**src/common/sfg_pkg.sv**
```systemverilog
// Package of offsets, field positions and reset values for the flag and command block
package sfg_pkg;
	// ==========================================
	// Register byte addresses
	localparam logic [6:0] FLAGS_LO_ADDR = 7'h3c;
	localparam logic [6:0] FLAGS_HI_ADDR = 7'h3d;
	localparam logic [6:0] TRIG_LO_ADDR = 7'h3e;
	localparam logic [6:0] TRIG_HI_ADDR = 7'h3f;
	// ==========================================
	// Reset values
	localparam logic [15:0] FLAGS_RESET = 16'h0000;
	localparam logic [15:0] TRIG_RESET = 16'h0000;
	localparam logic [15:0] TRIM_RESET = 16'h0000;
	// ==========================================
	// Flag bit positions
	localparam int FLG_SUPPLY_LOW = 0;
	localparam int FLG_SUPPLY_HIGH = 1;
	localparam int FLG_CTRL_UPD = 2;
	localparam int FLG_SERIAL = 3;
	localparam int FLG_SELF_TEST = 5;
	localparam int FLG_ALARM1 = 8;
	localparam int FLG_ALARM2 = 9;
	localparam logic [15:0] FLAGS_USED_MASK = 16'h032f;
	// Alarm indication bit in output data words
	localparam int DATA_ALARM_BIT = 14;
	// ==========================================
	// Command bit positions
	localparam int CMD_NULL = 0;
	localparam int CMD_FACTORY = 1;
	localparam int CMD_DAC_LATCH = 2;
	localparam int CMD_FLASH = 3;
	localparam int CMD_CLEAR = 4;
	localparam int CMD_SOFT_RST = 7;
	// ==========================================
	// Flash commit busy time
	localparam int FLASH_TIME_MS = 50;
	localparam int CLK_MHZ = 125;
	localparam int FLASH_CYCLES = FLASH_TIME_MS * 1000 * CLK_MHZ;
endpackage

```
**src/rtl/sfg_pulse_edge.sv**
```systemverilog
// Rising-edge detector turning a level into a one-cycle pulse
`timescale 1ns/1ps
module sfg_pulse_edge (
	// Clock and reset
	input wire logic clk_sys,
	input wire logic sys_rst,
	// Level in, pulse out
	input wire logic levelIn,
	output logic pulseOut
);
	logic prev_ff;
	logic nxt_prev;

	always_comb begin
		nxt_prev = levelIn;
	end

	always_ff @(posedge clk_sys or posedge sys_rst) begin
		if (sys_rst) begin
			prev_ff <= 1'b0;
		end else begin
			prev_ff <= nxt_prev;
		end
	end

	assign pulseOut = levelIn & ~prev_ff;
endmodule

```
**src/rtl/sfg_flags_cmd.sv**
```systemverilog
// Fault flag register and global command register of the tilt sensor
`timescale 1ns/1ps
module sfg_flags_cmd #(
	parameter int FLASH_CYCLES = sfg_pkg::FLASH_CYCLES
) (
	// Clock and reset
	input wire logic clk_sys,
	input wire logic sys_rst,
	// Byte register port
	input wire logic regWrEn,
	input wire logic [6:0] regAddr,
	input wire logic [7:0] regWrData,
	output logic [7:0] regRdData,
	// Condition inputs, one cycle evaluation each
	input wire logic condAlarm1,
	input wire logic condAlarm2,
	input wire logic condSelfTest,
	input wire logic condSerial,
	input wire logic condCtrlUpd,
	input wire logic supplyHigh,
	input wire logic supplyLow,
	// Auxiliary converter
	input wire logic [15:0] dacLevel,
	output logic [15:0] dacOut,
	// Inclination trim
	input wire logic [15:0] tiltAngle,
	output logic [15:0] tilt_offset_trim,
	// Command hooks
	output logic filterFlush,
	output logic softReset,
	output logic flashBusy,
	output logic alarmIndicator
);
	logic [15:0] flags_ff, nxt_flags;
	logic [15:0] dac_ff, nxt_dac;
	logic [15:0] trim_ff, nxt_trim;
	logic [7:0] cmdLo;
	logic [7:0] rdData_ff, nxt_rdData;
	logic [31:0] flashCnt_ff, nxt_flashCnt;
	logic flush_ff, nxt_flush;
	logic soft_ff, nxt_soft;
	logic clrLevel, clrPulse, lowWr;
	logic [15:0] setVec;

	// ==========================================
	// Command decode
	assign lowWr = regWrEn && (regAddr == sfg_pkg::TRIG_LO_ADDR);
	assign cmdLo = lowWr ? regWrData : sfg_pkg::TRIG_RESET[7:0];
	assign clrLevel = cmdLo[sfg_pkg::CMD_CLEAR];

	// edge makes one clear per write
	sfg_pulse_edge uClr (
		.clk_sys(clk_sys),
		.sys_rst(sys_rst),
		.levelIn(clrLevel),
		.pulseOut(clrPulse)
	);

	// ==========================================
	// Flag register
	always_comb begin
		setVec = '0;
		setVec[sfg_pkg::FLG_ALARM1] = condAlarm1;
		setVec[sfg_pkg::FLG_ALARM2] = condAlarm2;
		setVec[sfg_pkg::FLG_SELF_TEST] = condSelfTest;
		setVec[sfg_pkg::FLG_SERIAL] = condSerial;
		setVec[sfg_pkg::FLG_CTRL_UPD] = condCtrlUpd;
		setVec[sfg_pkg::FLG_SUPPLY_HIGH] = supplyHigh;
		setVec[sfg_pkg::FLG_SUPPLY_LOW] = supplyLow;
		nxt_flags = flags_ff;
		// clear all, soft reset also clears
		if (clrPulse || soft_ff) begin
			nxt_flags = sfg_pkg::FLAGS_RESET;
		end
		nxt_flags[sfg_pkg::FLG_SUPPLY_HIGH] = 1'b0;
		nxt_flags[sfg_pkg::FLG_SUPPLY_LOW] = 1'b0;
		// set each cycle, wins over clear
		nxt_flags = (nxt_flags | setVec) & sfg_pkg::FLAGS_USED_MASK;
	end

	// ==========================================
	// Command actions
	always_comb begin
		nxt_dac = dac_ff;
		nxt_trim = trim_ff;
		nxt_flashCnt = flashCnt_ff;
		nxt_flush = 1'b0;
		nxt_soft = 1'b0;
		nxt_rdData = sfg_pkg::TRIG_RESET[7:0];
		if (cmdLo[sfg_pkg::CMD_DAC_LATCH]) begin
			nxt_dac = dacLevel;
		end
		// factory reset of trim and filters
		if (cmdLo[sfg_pkg::CMD_FACTORY]) begin
			nxt_trim = sfg_pkg::TRIM_RESET;
			nxt_flush = 1'b1;
		end else if (cmdLo[sfg_pkg::CMD_NULL]) begin
			nxt_trim = 16'(trim_ff - tiltAngle);
		end
		if (flashCnt_ff != 32'h0000_0000) begin
			nxt_flashCnt = flashCnt_ff - 32'h0000_0001;
		end
		if (cmdLo[sfg_pkg::CMD_FLASH] || cmdLo[sfg_pkg::CMD_FACTORY] ||
			cmdLo[sfg_pkg::CMD_NULL]) begin
			nxt_flashCnt = 32'(FLASH_CYCLES);
		end
		nxt_soft = cmdLo[sfg_pkg::CMD_SOFT_RST];
		case (regAddr)
			sfg_pkg::FLAGS_LO_ADDR: nxt_rdData = flags_ff[7:0];
			sfg_pkg::FLAGS_HI_ADDR: nxt_rdData = flags_ff[15:8];
			default: nxt_rdData = 8'h00;
		endcase
	end

	// defaults via reset until first write
	always_ff @(posedge clk_sys or posedge sys_rst) begin
		if (sys_rst) begin
			flags_ff <= sfg_pkg::FLAGS_RESET;
			dac_ff <= 16'h0000;
			trim_ff <= sfg_pkg::TRIM_RESET;
			flashCnt_ff <= 32'h0000_0000;
			flush_ff <= 1'b0;
			soft_ff <= 1'b0;
			rdData_ff <= 8'h00;
		end else begin
			flags_ff <= nxt_flags;
			dac_ff <= nxt_dac;
			trim_ff <= nxt_trim;
			flashCnt_ff <= nxt_flashCnt;
			flush_ff <= nxt_flush;
			soft_ff <= nxt_soft;
			rdData_ff <= nxt_rdData;
		end
	end

	assign regRdData = rdData_ff;
	assign dacOut = dac_ff;
	assign tilt_offset_trim = trim_ff;
	assign filterFlush = flush_ff;
	assign softReset = soft_ff;
	assign flashBusy = (flashCnt_ff != 32'h0000_0000);
	assign alarmIndicator = |flags_ff;

	// ==========================================
	// Checks
	AST_FLAG_SET: assert property (@(posedge clk_sys) disable iff (sys_rst)
		condAlarm1 |=> flags_ff[sfg_pkg::FLG_ALARM1]) else $error("alarm1 flag not set");
	AST_SET_WINS: assert property (@(posedge clk_sys) disable iff (sys_rst)
		clrPulse |=> (flags_ff & $past(setVec)) == $past(setVec)) else $error("set lost");
	AST_CLEAR: assert property (@(posedge clk_sys) disable iff (sys_rst)
		(clrPulse && setVec == 16'h0000) |=> flags_ff == 16'h0000) else $error("clear failed");
	AST_ONCE: assert property (@(posedge clk_sys) disable iff (sys_rst)
		clrPulse |=> !clrPulse) else $error("clear repeated");
	AST_SUPPLY: assert property (@(posedge clk_sys) disable iff (sys_rst)
		!supplyHigh |=> !flags_ff[sfg_pkg::FLG_SUPPLY_HIGH]) else $error("supply flag stuck");
	AST_ALARM_BIT: assert property (@(posedge clk_sys) disable iff (sys_rst)
		(setVec != 16'h0000) |=> alarmIndicator) else $error("alarm bit wrong");
	AST_LATCH: assert property (@(posedge clk_sys) disable iff (sys_rst)
		!cmdLo[sfg_pkg::CMD_DAC_LATCH] |=> $stable(dacOut)) else $error("dac moved");
	AST_FACTORY: assert property (@(posedge clk_sys) disable iff (sys_rst)
		cmdLo[sfg_pkg::CMD_FACTORY] |=> (trim_ff == 16'h0000) && filterFlush && flashBusy)
		else $error("factory reset");
	AST_UNUSED: assert property (@(posedge clk_sys) disable iff (sys_rst)
		(flags_ff & ~sfg_pkg::FLAGS_USED_MASK) == 16'h0000) else $error("unused bit set");
	COV_CLEAR: cover property (@(posedge clk_sys) clrPulse && flags_ff != 16'h0000);
	COV_LATCH: cover property (@(posedge clk_sys) cmdLo[sfg_pkg::CMD_DAC_LATCH]);
	COV_NULL: cover property (@(posedge clk_sys) cmdLo[sfg_pkg::CMD_NULL]);
endmodule

```
**config.mk**
```make
export PLATFORM = sky130hd
export DESIGN_NAME = sfg_flags_cmd
export DESIGN_NICKNAME = d
export VERILOG_FILES = /design/src/common/sfg_pkg.sv /design/src/rtl/sfg_pulse_edge.sv /design/src/rtl/sfg_flags_cmd.sv
export SDC_FILE = /design/constraint.sdc
export NUM_CORES = 1
export LEC_CHECK = 0
export ABC_AREA = 1
export BUFFER_PORTS_ARGS = -buffer_cell sky130_fd_sc_hd__buf_2
export CAP_MARGIN = 25
export CORE_AREA = 2 2 98 100
export CTS_CLUSTER_DIAMETER = 60
export DETAILED_ROUTE_END_ITERATION = 10
export DIE_AREA = 0 0 100 102
export PLACE_DENSITY = 0.79
export SYNTH_ARGS = -nofsm -noshare
export SYNTH_HDL_FRONTEND = slang
export SYNTH_SLANG_ARGS = --single-unit
```
**constraint.sdc**
```tcl
create_clock -name clk_sys -period 4.25 [get_ports clk_sys]
set_input_delay 0.6375 -clock clk_sys [delete_from_list [all_inputs] [get_ports clk_sys]]
set_output_delay 0.6375 -clock clk_sys [all_outputs]
set_load 0.1 [all_outputs]
```
== Yosys cells after proc, flatten, opt, wreduce, memory -nomap -nowiden ==
Index checks and enable logic that the tools add are counted.

* Register bits: 82
* Output and inout bits: 44
* Logic and storage cells: 32

* $add $sub $neg: 2
* Equal/unequal tests: 3
* Mux-type cells: 8
* Bitwise operators: 3
* Reduce and logical (&&, ||, !) cells: 8

{| class="wikitable"
|+ Operators with widths
! operator !! number
|-
| $mux W32 || 2
|-
| $mux W16 || 2
|-
| $reduce_bool A32 Y1 || 1
|-
| $sub A32 B1 Y32 const B || 1
|-
| $eq A7 B6 Y1 const B || 3
|-
| $sub A16 B16 Y16 || 1
|-
| $pmux W6 S2 || 1
|-
| $mux W10 || 1
|-
| $or A10 B10 Y10 || 1
|-
| $mux W8 || 1
|-
| $reduce_or A7 Y1 || 1
|-
| $reduce_bool A2 Y1 || 2
|-
| $logic_or A1 B1 Y1 || 3
|-
| $and A1 B1 Y1 || 1
|-
| $logic_and A1 B1 Y1 || 1
|-
| $mux W1 || 1
|-
| $not A1 Y1 || 1
|}

== Longest topological paths before layout ==
Gate-level depths: netlist (run 1).

* Word-level depth: 7
* Gate-level depth with buffers: 13
* Depth with buffers taken out: 13

== Hierarchy ==
From an unflattened synthesis (run 1), not the netlist that was laid out.

* Cell total of the unflattened synthesis: 657
* Area total of the unflattened synthesis: 4913.5 um2

{| class="wikitable"
|+ Modules (own cells, without submodules)
! module !! instances !! cells each !! area an instance (um2)
|-
| sfg_flags_cmd || 1 || 653 || 4874.7
|-
| sfg_pulse_edge || 1 || 4 || 38.8
|}

== Least setup slack after synthesis (run 1) ==
Ideal clock, no wire load.

* Path type: register -> output
* From: register flashCnt_ff[0]
* To: output port flashBusy
* Arrival: 1.987 ns
* Required time: 3.612 ns
* Path slack: 1.625 ns
* Stages on the path, launching flop included: 8
* Cells stage by stage: dfrtp_1 inv_1 ha_1 nand2_2 inv_1 nand3_1 nor3_1 nand4_1

* Cells in the longest elaborated chain, start to end: 1

{| class="wikitable"
|+ RTL lines
! item !! RTL line !! text
|-
| start, declared || sfg_flags_cmd.sv:39 || <nowiki>logic [31:0] flashCnt_ff, nxt_flashCnt;</nowiki>
|-
| start signal, assigned || sfg_flags_cmd.sv:129 || <nowiki>flashCnt_ff <= nxt_flashCnt;</nowiki>
|-
| $reduce_bool A32 Y1 || sfg_flags_cmd.sv:141 || <nowiki>assign flashBusy = (flashCnt_ff != 32'h0000_0000);</nowiki>
|-
| end, declared || sfg_flags_cmd.sv:31 || <nowiki>output logic flashBusy,</nowiki>
|}

Every way passes these cells.

== Worst setup path in the final report (run 1) ==
Same ends and word-level chain as after synthesis.

==> results.txt, run 1 <==
The worst setup path is of the reg2out kind. STA classifies the critical path endpoint as an output port. The via count of the first global-routing pass was 4438. The worst register-to-register path begins at flashCnt_ff[0]. The minimum clock period was 2.77 ns.

Counting both buffers and inverters, the worst setup path holds a total of 3. The layout has 843 filler cells. The tools report the antenna diode instance count as 0.

The run gives 0.0102 mm² as the floorplan die area. Once layout is complete, the utilization of the core stands at 62.8%. In this run, post-CTS hold repair placed 0 buffers. Among all flip-flop cells after synthesis, the most frequent one is dfrtp_1. The overall global routing resource usage was 23.5%; the number of buffers added on ports was 95.

The wire length of the first global-routing pass was 19400 µm. The total area inside the core boundary comes to 0.00911 mm². The finished cells cover 0.00572 mm². The number of enable-type register cells in the synthesized netlist was 0; the width of the die was 100 µm. The wire-length estimate of the detail-placed layout is 8740 µm. After detailed routing, the average wire length per cell comes to 13.1 µm. Measured against its own limit, the worst slew margin works out to 35.5%.

For the number of antenna violations at the first check in global routing, the log shows 0. In this run the mean area of a mapped cell was 7.55 µm². STA classifies the critical path startpoint as a flip-flop. The detail route stage leaves a number of antenna-violating nets equal to 0. Sink count of the clock tree: 79. Setup violations remaining at the end of the flow were counted as 0. Sorting the synthesized cells by area gives the leading types as dfrtp_1, nand2_1, inv_1.

The synthesized netlist occupies a cell area of 0.00495 mm². The flop and latch count out of synthesis is 79, and the cell leakage power is 0.00329 µW. The tools report the worst-skew pair later-pin latency as 0.37 ns. Of the available clock period, the critical path in the final layout requires 65.1%.

Cells with a size suffix above 1 make up 21.2% of the layout. The floorplan has 35 rows. The number of gates resized after cts came out at 0. The total clock buffers created by CTS is 9, and the maximum vdd ir drop is 0.183 mV.

For this block, the routed nets add up to 11400 µm of wire. The worst hold path terminates at flags_ff[1]. Of the post-synthesis cell area, the dominant cell type holds 39.9%.

Dividing the detail-routed via count by the number of cells gives 5.13. Reg-to-reg setup timing slack: 2.17 ns. Routability-driven placement finished with a final weighted congestion of 0.909. The tools report the number of buffers added for setup after CTS as 0. In the final layout, the multi-input gates occupy 0.00248 mm². After detailed routing, the number of remaining DRC violations is 0.

Prior to clock tree synthesis, the placed netlist has a worst setup slack of 1.92 ns. No sink is reached through more buffers than the 2 on the longest clock path. Dividing total power by cell area gives a power density of 329 mW/mm². For the number of placed I/O pins, the log shows 101.

The largest total area in the synthesized netlist belongs to dfrtp_1. The number of max-cap violations is 0, and the required time reported for the critical path endpoint is 3.61 ns. After the first detailed-routing iteration, the DRC count stood at 230. The sequential cells in the finished layout cover a total of 0.00198 mm².

Including well taps, the total number of placed cells is 858. In this run the worst hold path is classified as in2reg. The tools report the clock root buffer master as clkbuf_8. The worst-path maximum fanout was 4; the number of cells on the worst hold path was 1. The family of cells with the greatest summed delay on the critical path was buffers and inverters. TritonCTS built the clock tree.

Clock skew on the completed layout was measured at 0.0142 ns. Setup total negative slack on the finished layout was measured at 0 ns. After clock tree synthesis, the clock-pin slew on the worst setup and hold paths is 0.09 ns.

Static timing analysis puts the maximum clock frequency at 362 MHz. The worst hold path begins at supplyHigh. The flow ran to the end, and the final reports show no timing, DRC or antenna violations.

For this configuration, the core starts out at a cell density of 54.3%. CTS built an H-tree with a depth of 3. The run gives 0 as the number of endpoints with negative hold slack in the final report. For the sequential share of the synthesized area, the log shows 39.9%. The vertical extent of the die is 102 µm, and the fraction of registers with async set/reset is 100%. Setup repair after global routing left no endpoint under its margin. Entering global routing, the biggest net connects 38 pins. The number of pins exceeding their max-slew limit in the final report was 0. In this run the critical register-to-register path is captured at flashCnt_ff[27].

Detailed routing inserted a total of 4485 vias. Compared with the post-synthesis result, the final layout area differs by 15.5%. The first detailed-routing pass took 5 iterations. In this run the cell area measured after placement is 0.00553 mm².

Once routing completed, OpenROAD measured the worst setup slack at 1.48 ns. The number of nets in the finished design is 832. The slowest stage of the critical path is the dfrtp_1 cell.

Yosys printed 0 warnings. The signal on the critical path passes through inv_1 > ha_1 > nand2_2 > inv_1 > nand3_1 > nor3_1 > nand4_1 > buf_2. In the synthesized netlist, the number of instances is 656. Counting cells, the worst reg-to-reg path comes to 9. At the pin with the least slew margin, the transition time is 0.968 ns. The count of cell types in the netlist came out at 43. The cell repeated most along the worst path was inv_1. The data arrival time at the worst-slack endpoint was 2.13 ns; the biggest cell delay along the critical path was 0.39 ns. The count of non-filler cells in the finished layout is 874. The run gives 0 as the global-route congestion overflow total.
-- worst max-delay path by stage --
stage / startpoint / depth (start not counted) / slack, ns / endpoint
CTS: flashCnt_ff[0] / 8 / 1.51 / flashBusy
finish: flashCnt_ff[0] / 8 / 1.48 / flashBusy
global route: flashCnt_ff[0] / 8 / 1.30 / flashBusy
global placement: flashCnt_ff[0] / 8 / 1.96 / flashBusy
floorplan: sys_rst / 1 / 1.59 / dacOut[0]
detailed placement: flashCnt_ff[0] / 8 / 1.92 / flashBusy
-- where the power goes --
group          total (µW)  switching [µW]  internal [µW]
clock                 548             313            235
sequential            888            69.7            819
combinational         447             307            140
-- flip-flops by register name, summed over array words and instances (netlist names) --
signal,cells
regRdData,5
softReset,1
filterFlush,1
flags_ff,7
dacOut,16
uClr.prev_ff,1
tilt_offset_trim,16
flashCnt_ff,32
-- metal layers --
layer	track usage (%)	wire (µm)	share of wire [%]	up-vias
met5	0	0	0	-
met4	7.80	144	1.3	0
met3	4.58	581	5.1	12
met2	40.9	5580	49	112
met1	29.7	5140	45	2105
li1	-	-	-	2256
-- placed cells by master (no fill, tap or decap), drive strengths merged, types with 5 or more instances in the layout --
cell	n
nand2	184
inv	115
buf	97
nor2	82
dfrtp	79
nand3	58
ha	16
nand4	16
o21ai	16
mux2	16
clkbuf	10
a21oi	10
nand3b	9
xor2	9
nor3	8
o21bai	7
clkinv	6
or2	5
-- synth_stat cells, types with 2 or more instances --
library cell  number
dfrtp_1           79
and2_1             2
nand3b_1           9
or2_2              5
nor2_4             5
nand2_2            4
nand4_1           15
xor2_1             9
nand2_1          179
o21ai_0           14
nor2_1            68
clkinv_2           2
a21oi_1            9
o21bai_1           7
o22ai_1            4
mux2_4            10
inv_1            113
ha_1              16
buf_4              3
xnor2_1            4
buf_2              2
mux2_2             6
buf_6              2
nand3_1           57
nor2_2             8
nor3_1             7
-- cell families (layout without fill, tap and decap cells) --
family                   Yosys count  after routing  share of synthesized area [%]
adder cells (fa/ha/maj)           17             17                           4.45
AND/OR/NAND/NOR                  366            366                           33.7
buffers and inverters            124            229                           10.0
multiplexers                      16             16                           4.40
other                              1              3                         0.0758
AO/OA/AOI/OAI                     40             40                           5.06
XOR/XNOR                          13             13                           2.30
flip-flops                        79             79                           39.9
-- final cells by class --
cell class / count / area share [%]
repair buffers: 97 / 8.58
clock inverters: 6 / 0.897
flip-flops and latches: 79 / 34.6
clock buffers: 10 / 2.41
multi-input cells: 455 / 43.4
well taps: 111 / 2.43
inverters: 116 / 7.66
-- metrics by stage --
step	hold WS (ns)	power, µW
floorplan	0.471	1240
global placement	0.486	1330
detailed placement	0.487	1340
CTS	0.367	1890
global route	0.372	1970
finish	0.375	1880
Power figures use the tool's default switching activity.
==> run 2, diff against run 1 <==
- CORE_AREA: 2 2 98 100 -> 2 2 103 105
- DIE_AREA: 0 0 100 102 -> 0 0 105 107
- PLACE_DENSITY: 0.79 -> 0.75
- clock period: 4.25 -> 2.5 ns (I/O delays scaled with it)
==> run 2 against run 1 <==
  * Non-clock buffer count rose by 3
  * Sequential power is 70% higher
  * Routed wire length decreased by 0.55%
  * Critical path type unchanged
  * Setup slack got worse by 1.3 ns
  * Cell count is 3.2% higher
  * Clock power grew 95%
  * Hold slack worse by 0.37 ns
  * Via count is 0.74% lower
  * Global-route usage down 1.9 points
  * Die area grew 10%
  * Clock skew grew 0.0052 ns
==> results.txt, run 2 (same netlist as run 1, synthesis figures left out) <==
The flow ran to the end, and the final reports show no timing, DRC or antenna violations. The worst hold path class was in2async. Setup repair after global routing left no endpoint under its margin. The clock transition at the registers of the reported paths is 0.10 ns (about the same), and the total clock buffers created by CTS is 9 (unchanged). The run gives 0.0101 mm² (+11%) as the core box area.

The logs give 0.900 (-1.0%) for the final RePlAce weighted congestion and 0 (unchanged) for the antenna diode instance count. The initial core utilization is 49.0% (-5.3 points). The worst-skew pair later-pin latency was 0.37 ns (about the same).

For the post-route clock skew, the log shows 0.0194 ns (+0.00520 ns). The number of placed I/O pins was 101 (unchanged). The maximum buffer depth of the clock tree is 2 (unchanged), and the worst-path maximum fanout is 4 (unchanged). The utilization of the core after routing was 57.7% (-5.1 points).

Post-detailed-route wirelength per cell: 12.6 µm (-3.6%). The run gives 4458 (+0.45%) as the via count of the first global-routing pass. Counting flops per register, the top entry is flashCnt_ff. The logs give 0 (unchanged) for the residual DRC count and 176 (-23%) for the initial DRC count. The ratio of routed vias to standard cells is 4.94 (-3.8%), and the number of antenna violations at the first check in global routing is 0 (unchanged).

The worst setup path is launched from a flip-flop. The minimum clock period works out to 2.32 ns. The vertical extent of the die is 107 µm (+4.9%), and the number of nets in the finished design is 835 (+0.36%). The sink count of the clock tree is 79 (unchanged).

The logs give 0 (unchanged) for the number of buffers added for setup after CTS and 0 (unchanged) for the number of pins exceeding their max-slew limit in the final report. The required time reported for the critical path endpoint is 2.12 ns (-1.49 ns). After layout, the worst path uses 93.0% of the clock period. The worst-margin pin slew is 0.765 ns (-0.203 ns), and the detailed-placement wirelength estimate is 8840 µm (+1.2%). The final-layout setup total negative slack is 0 ns (unchanged). For the overall global routing resource usage, the log shows 21.7% (-1.9 points). The areal power density over the cells was 574 mW/mm² (+74%). Floorplan die area: 0.0112 mm² (+10%). The logs give 0 (unchanged) for the global-route congestion overflow total and 0 (unchanged) for the number of max-cap violations. The cell row count came out at 37 (+5.7%).

The total detailed-routing wirelength was 11400 µm (-0.55%); the share of cells above drive strength 1 was 21.7% (+0.44 points). The maximum vdd ir drop is 0.445 mV (+140%), and the count of antenna-violating nets left after detailed routing is 0 (unchanged). The number of buffers added on ports is 95 (unchanged). The width of the die came out at 105 µm (+5.0%). The flip-flop count of the largest register after layout was 32 (unchanged). The number of endpoints failing setup at the final stage is 0 (unchanged). The root buffer cell chosen for the clock tree is clkbuf_8. The tools report the type of element capturing the critical path as an output port. The total vias in the final route was 4452 (-0.74%). The first-pass detailed-route iteration total was 4 (-1). The critical path is of the reg2out type. The data arrival time at the worst-slack endpoint is 1.95 ns (-0.18 ns). The relative slew slack is 49.0% (+14 points). The cell leakage power was 0.00332 µW (+0.88%). The library cells used most frequently in the layout, excluding fill and tap cells, are nand2_1, inv_1, buf_2. Timing would allow up to 430 MHz. The number of endpoints with negative hold slack in the final report came out at 0 (unchanged). TritonCTS built the clock tree. For the area occupied by multi-input gates, the log shows 0.00249 mm² (+0.10%). For the maximum level of the CTS H-tree, the log shows 3 (unchanged). Register area: 0.00198 mm² (unchanged). The maximum number of pins on one net before global-route repair was 38 (unchanged). The leading cell type in the layout, fill and taps excluded was nand2_1. The tools report the number of fill cells as 992 (+18%). The area growth from synthesis to layout is 17.6%. The run gives 19800 µm (+2.2%) as the wire length of the first global-routing pass.
==> run 2: cell count changes in the layout (fill, tap and decap cells not counted) <==
cell | before | now
clkinvlp_4 | 1 | 2
inv_6 | 2 | 0
ha_2 | 0 | 1
bufinv_16 | 0 | 2
buf_4 | 2 | 5
buf_2 | 95 | 94
clkbuf_8 | 10 | 9
clkinv_2 | 2 | 3
ha_1 | 16 | 15
buf_12 | 0 | 1
clkinv_4 | 3 | 2
==> run 2: repair_timing <==
action	4_1_cts	5_1_grt
hold buffers	0	0
endpoints found under the setup margin	0	1
resized for setup	0	3
endpoints found under the hold margin	0	0
==> run 2: path summary, 6_finish.rpt <==
path	from	endpoint	slack [ns]	depth (start not counted)
worst min-delay path	sys_rst	tilt_offset_trim[9]	0.006	2
min in group clk_sys	supplyHigh	flags_ff[1]	0.11	1
max in group asynchronous	sys_rst	flags_ff[8]	1.82	3
worst max-delay path	flashCnt_ff[0]	flashBusy	0.18	8
worst max register to register	tilt_offset_trim[0]	tilt_offset_trim[12]	0.64	11
worst min register to register	tilt_offset_trim[6]	tilt_offset_trim[6]	0.51	2
==> run 2: final cells by class <==
type | instances | area share [%]
clock buffers | 9 | 2.13
clock inverters | 7 | 1.68
inverters | 116 | 7.52
multi-input cells | 455 | 42.7
flip-flops and latches | 79 | 34.0
well taps | 136 | 2.92
repair buffers | 100 | 9.07
==> run 2: critical path, stage by stage, from the launching register on <==
cell     delay (ns)
dfrtp_1        0.38
inv_1          0.11
ha_2           0.23
nand2_2        0.11
inv_1          0.13
nand3_1        0.08
nor3_1         0.16
nand4_1        0.13
buf_4          0.26
==> run 2: stage by stage <==
stage               hold slack, ns  cell area [µm²]  worst slack, ns  total power [µW]  cells
detailed placement           0.431             5590            0.473              2290    886
finish                     0.00620             5820            0.175              3340    902
CTS                         0.0179             5820           0.0598              3370    902
global route                0.0577             5820          0.00148              3520    902
global placement             0.422             5590            0.489              2260    886
floorplan                    0.406             4960            0.102              2110    658
==> run 2: layer usage <==
layer	part of all wire (%)	vias up	global-route usage (%)
li1	-	2262	-
met1	46	2070	29.1
met2	48	111	36.1
met3	4.8	9	3.71
met4	0.95	0	6.29
met5	0	-	0
==> run 2: power breakdown <==
| group | total (µW) | switching (µW) | internal [µW] |
|---|---|---|---|
| Clock | 1070 | 509 | 564 |
| Combinational | 760 | 519 | 240 |
| Sequential | 1510 | 117 | 1390 |
| Total | 3340 | 1150 | 2200 |
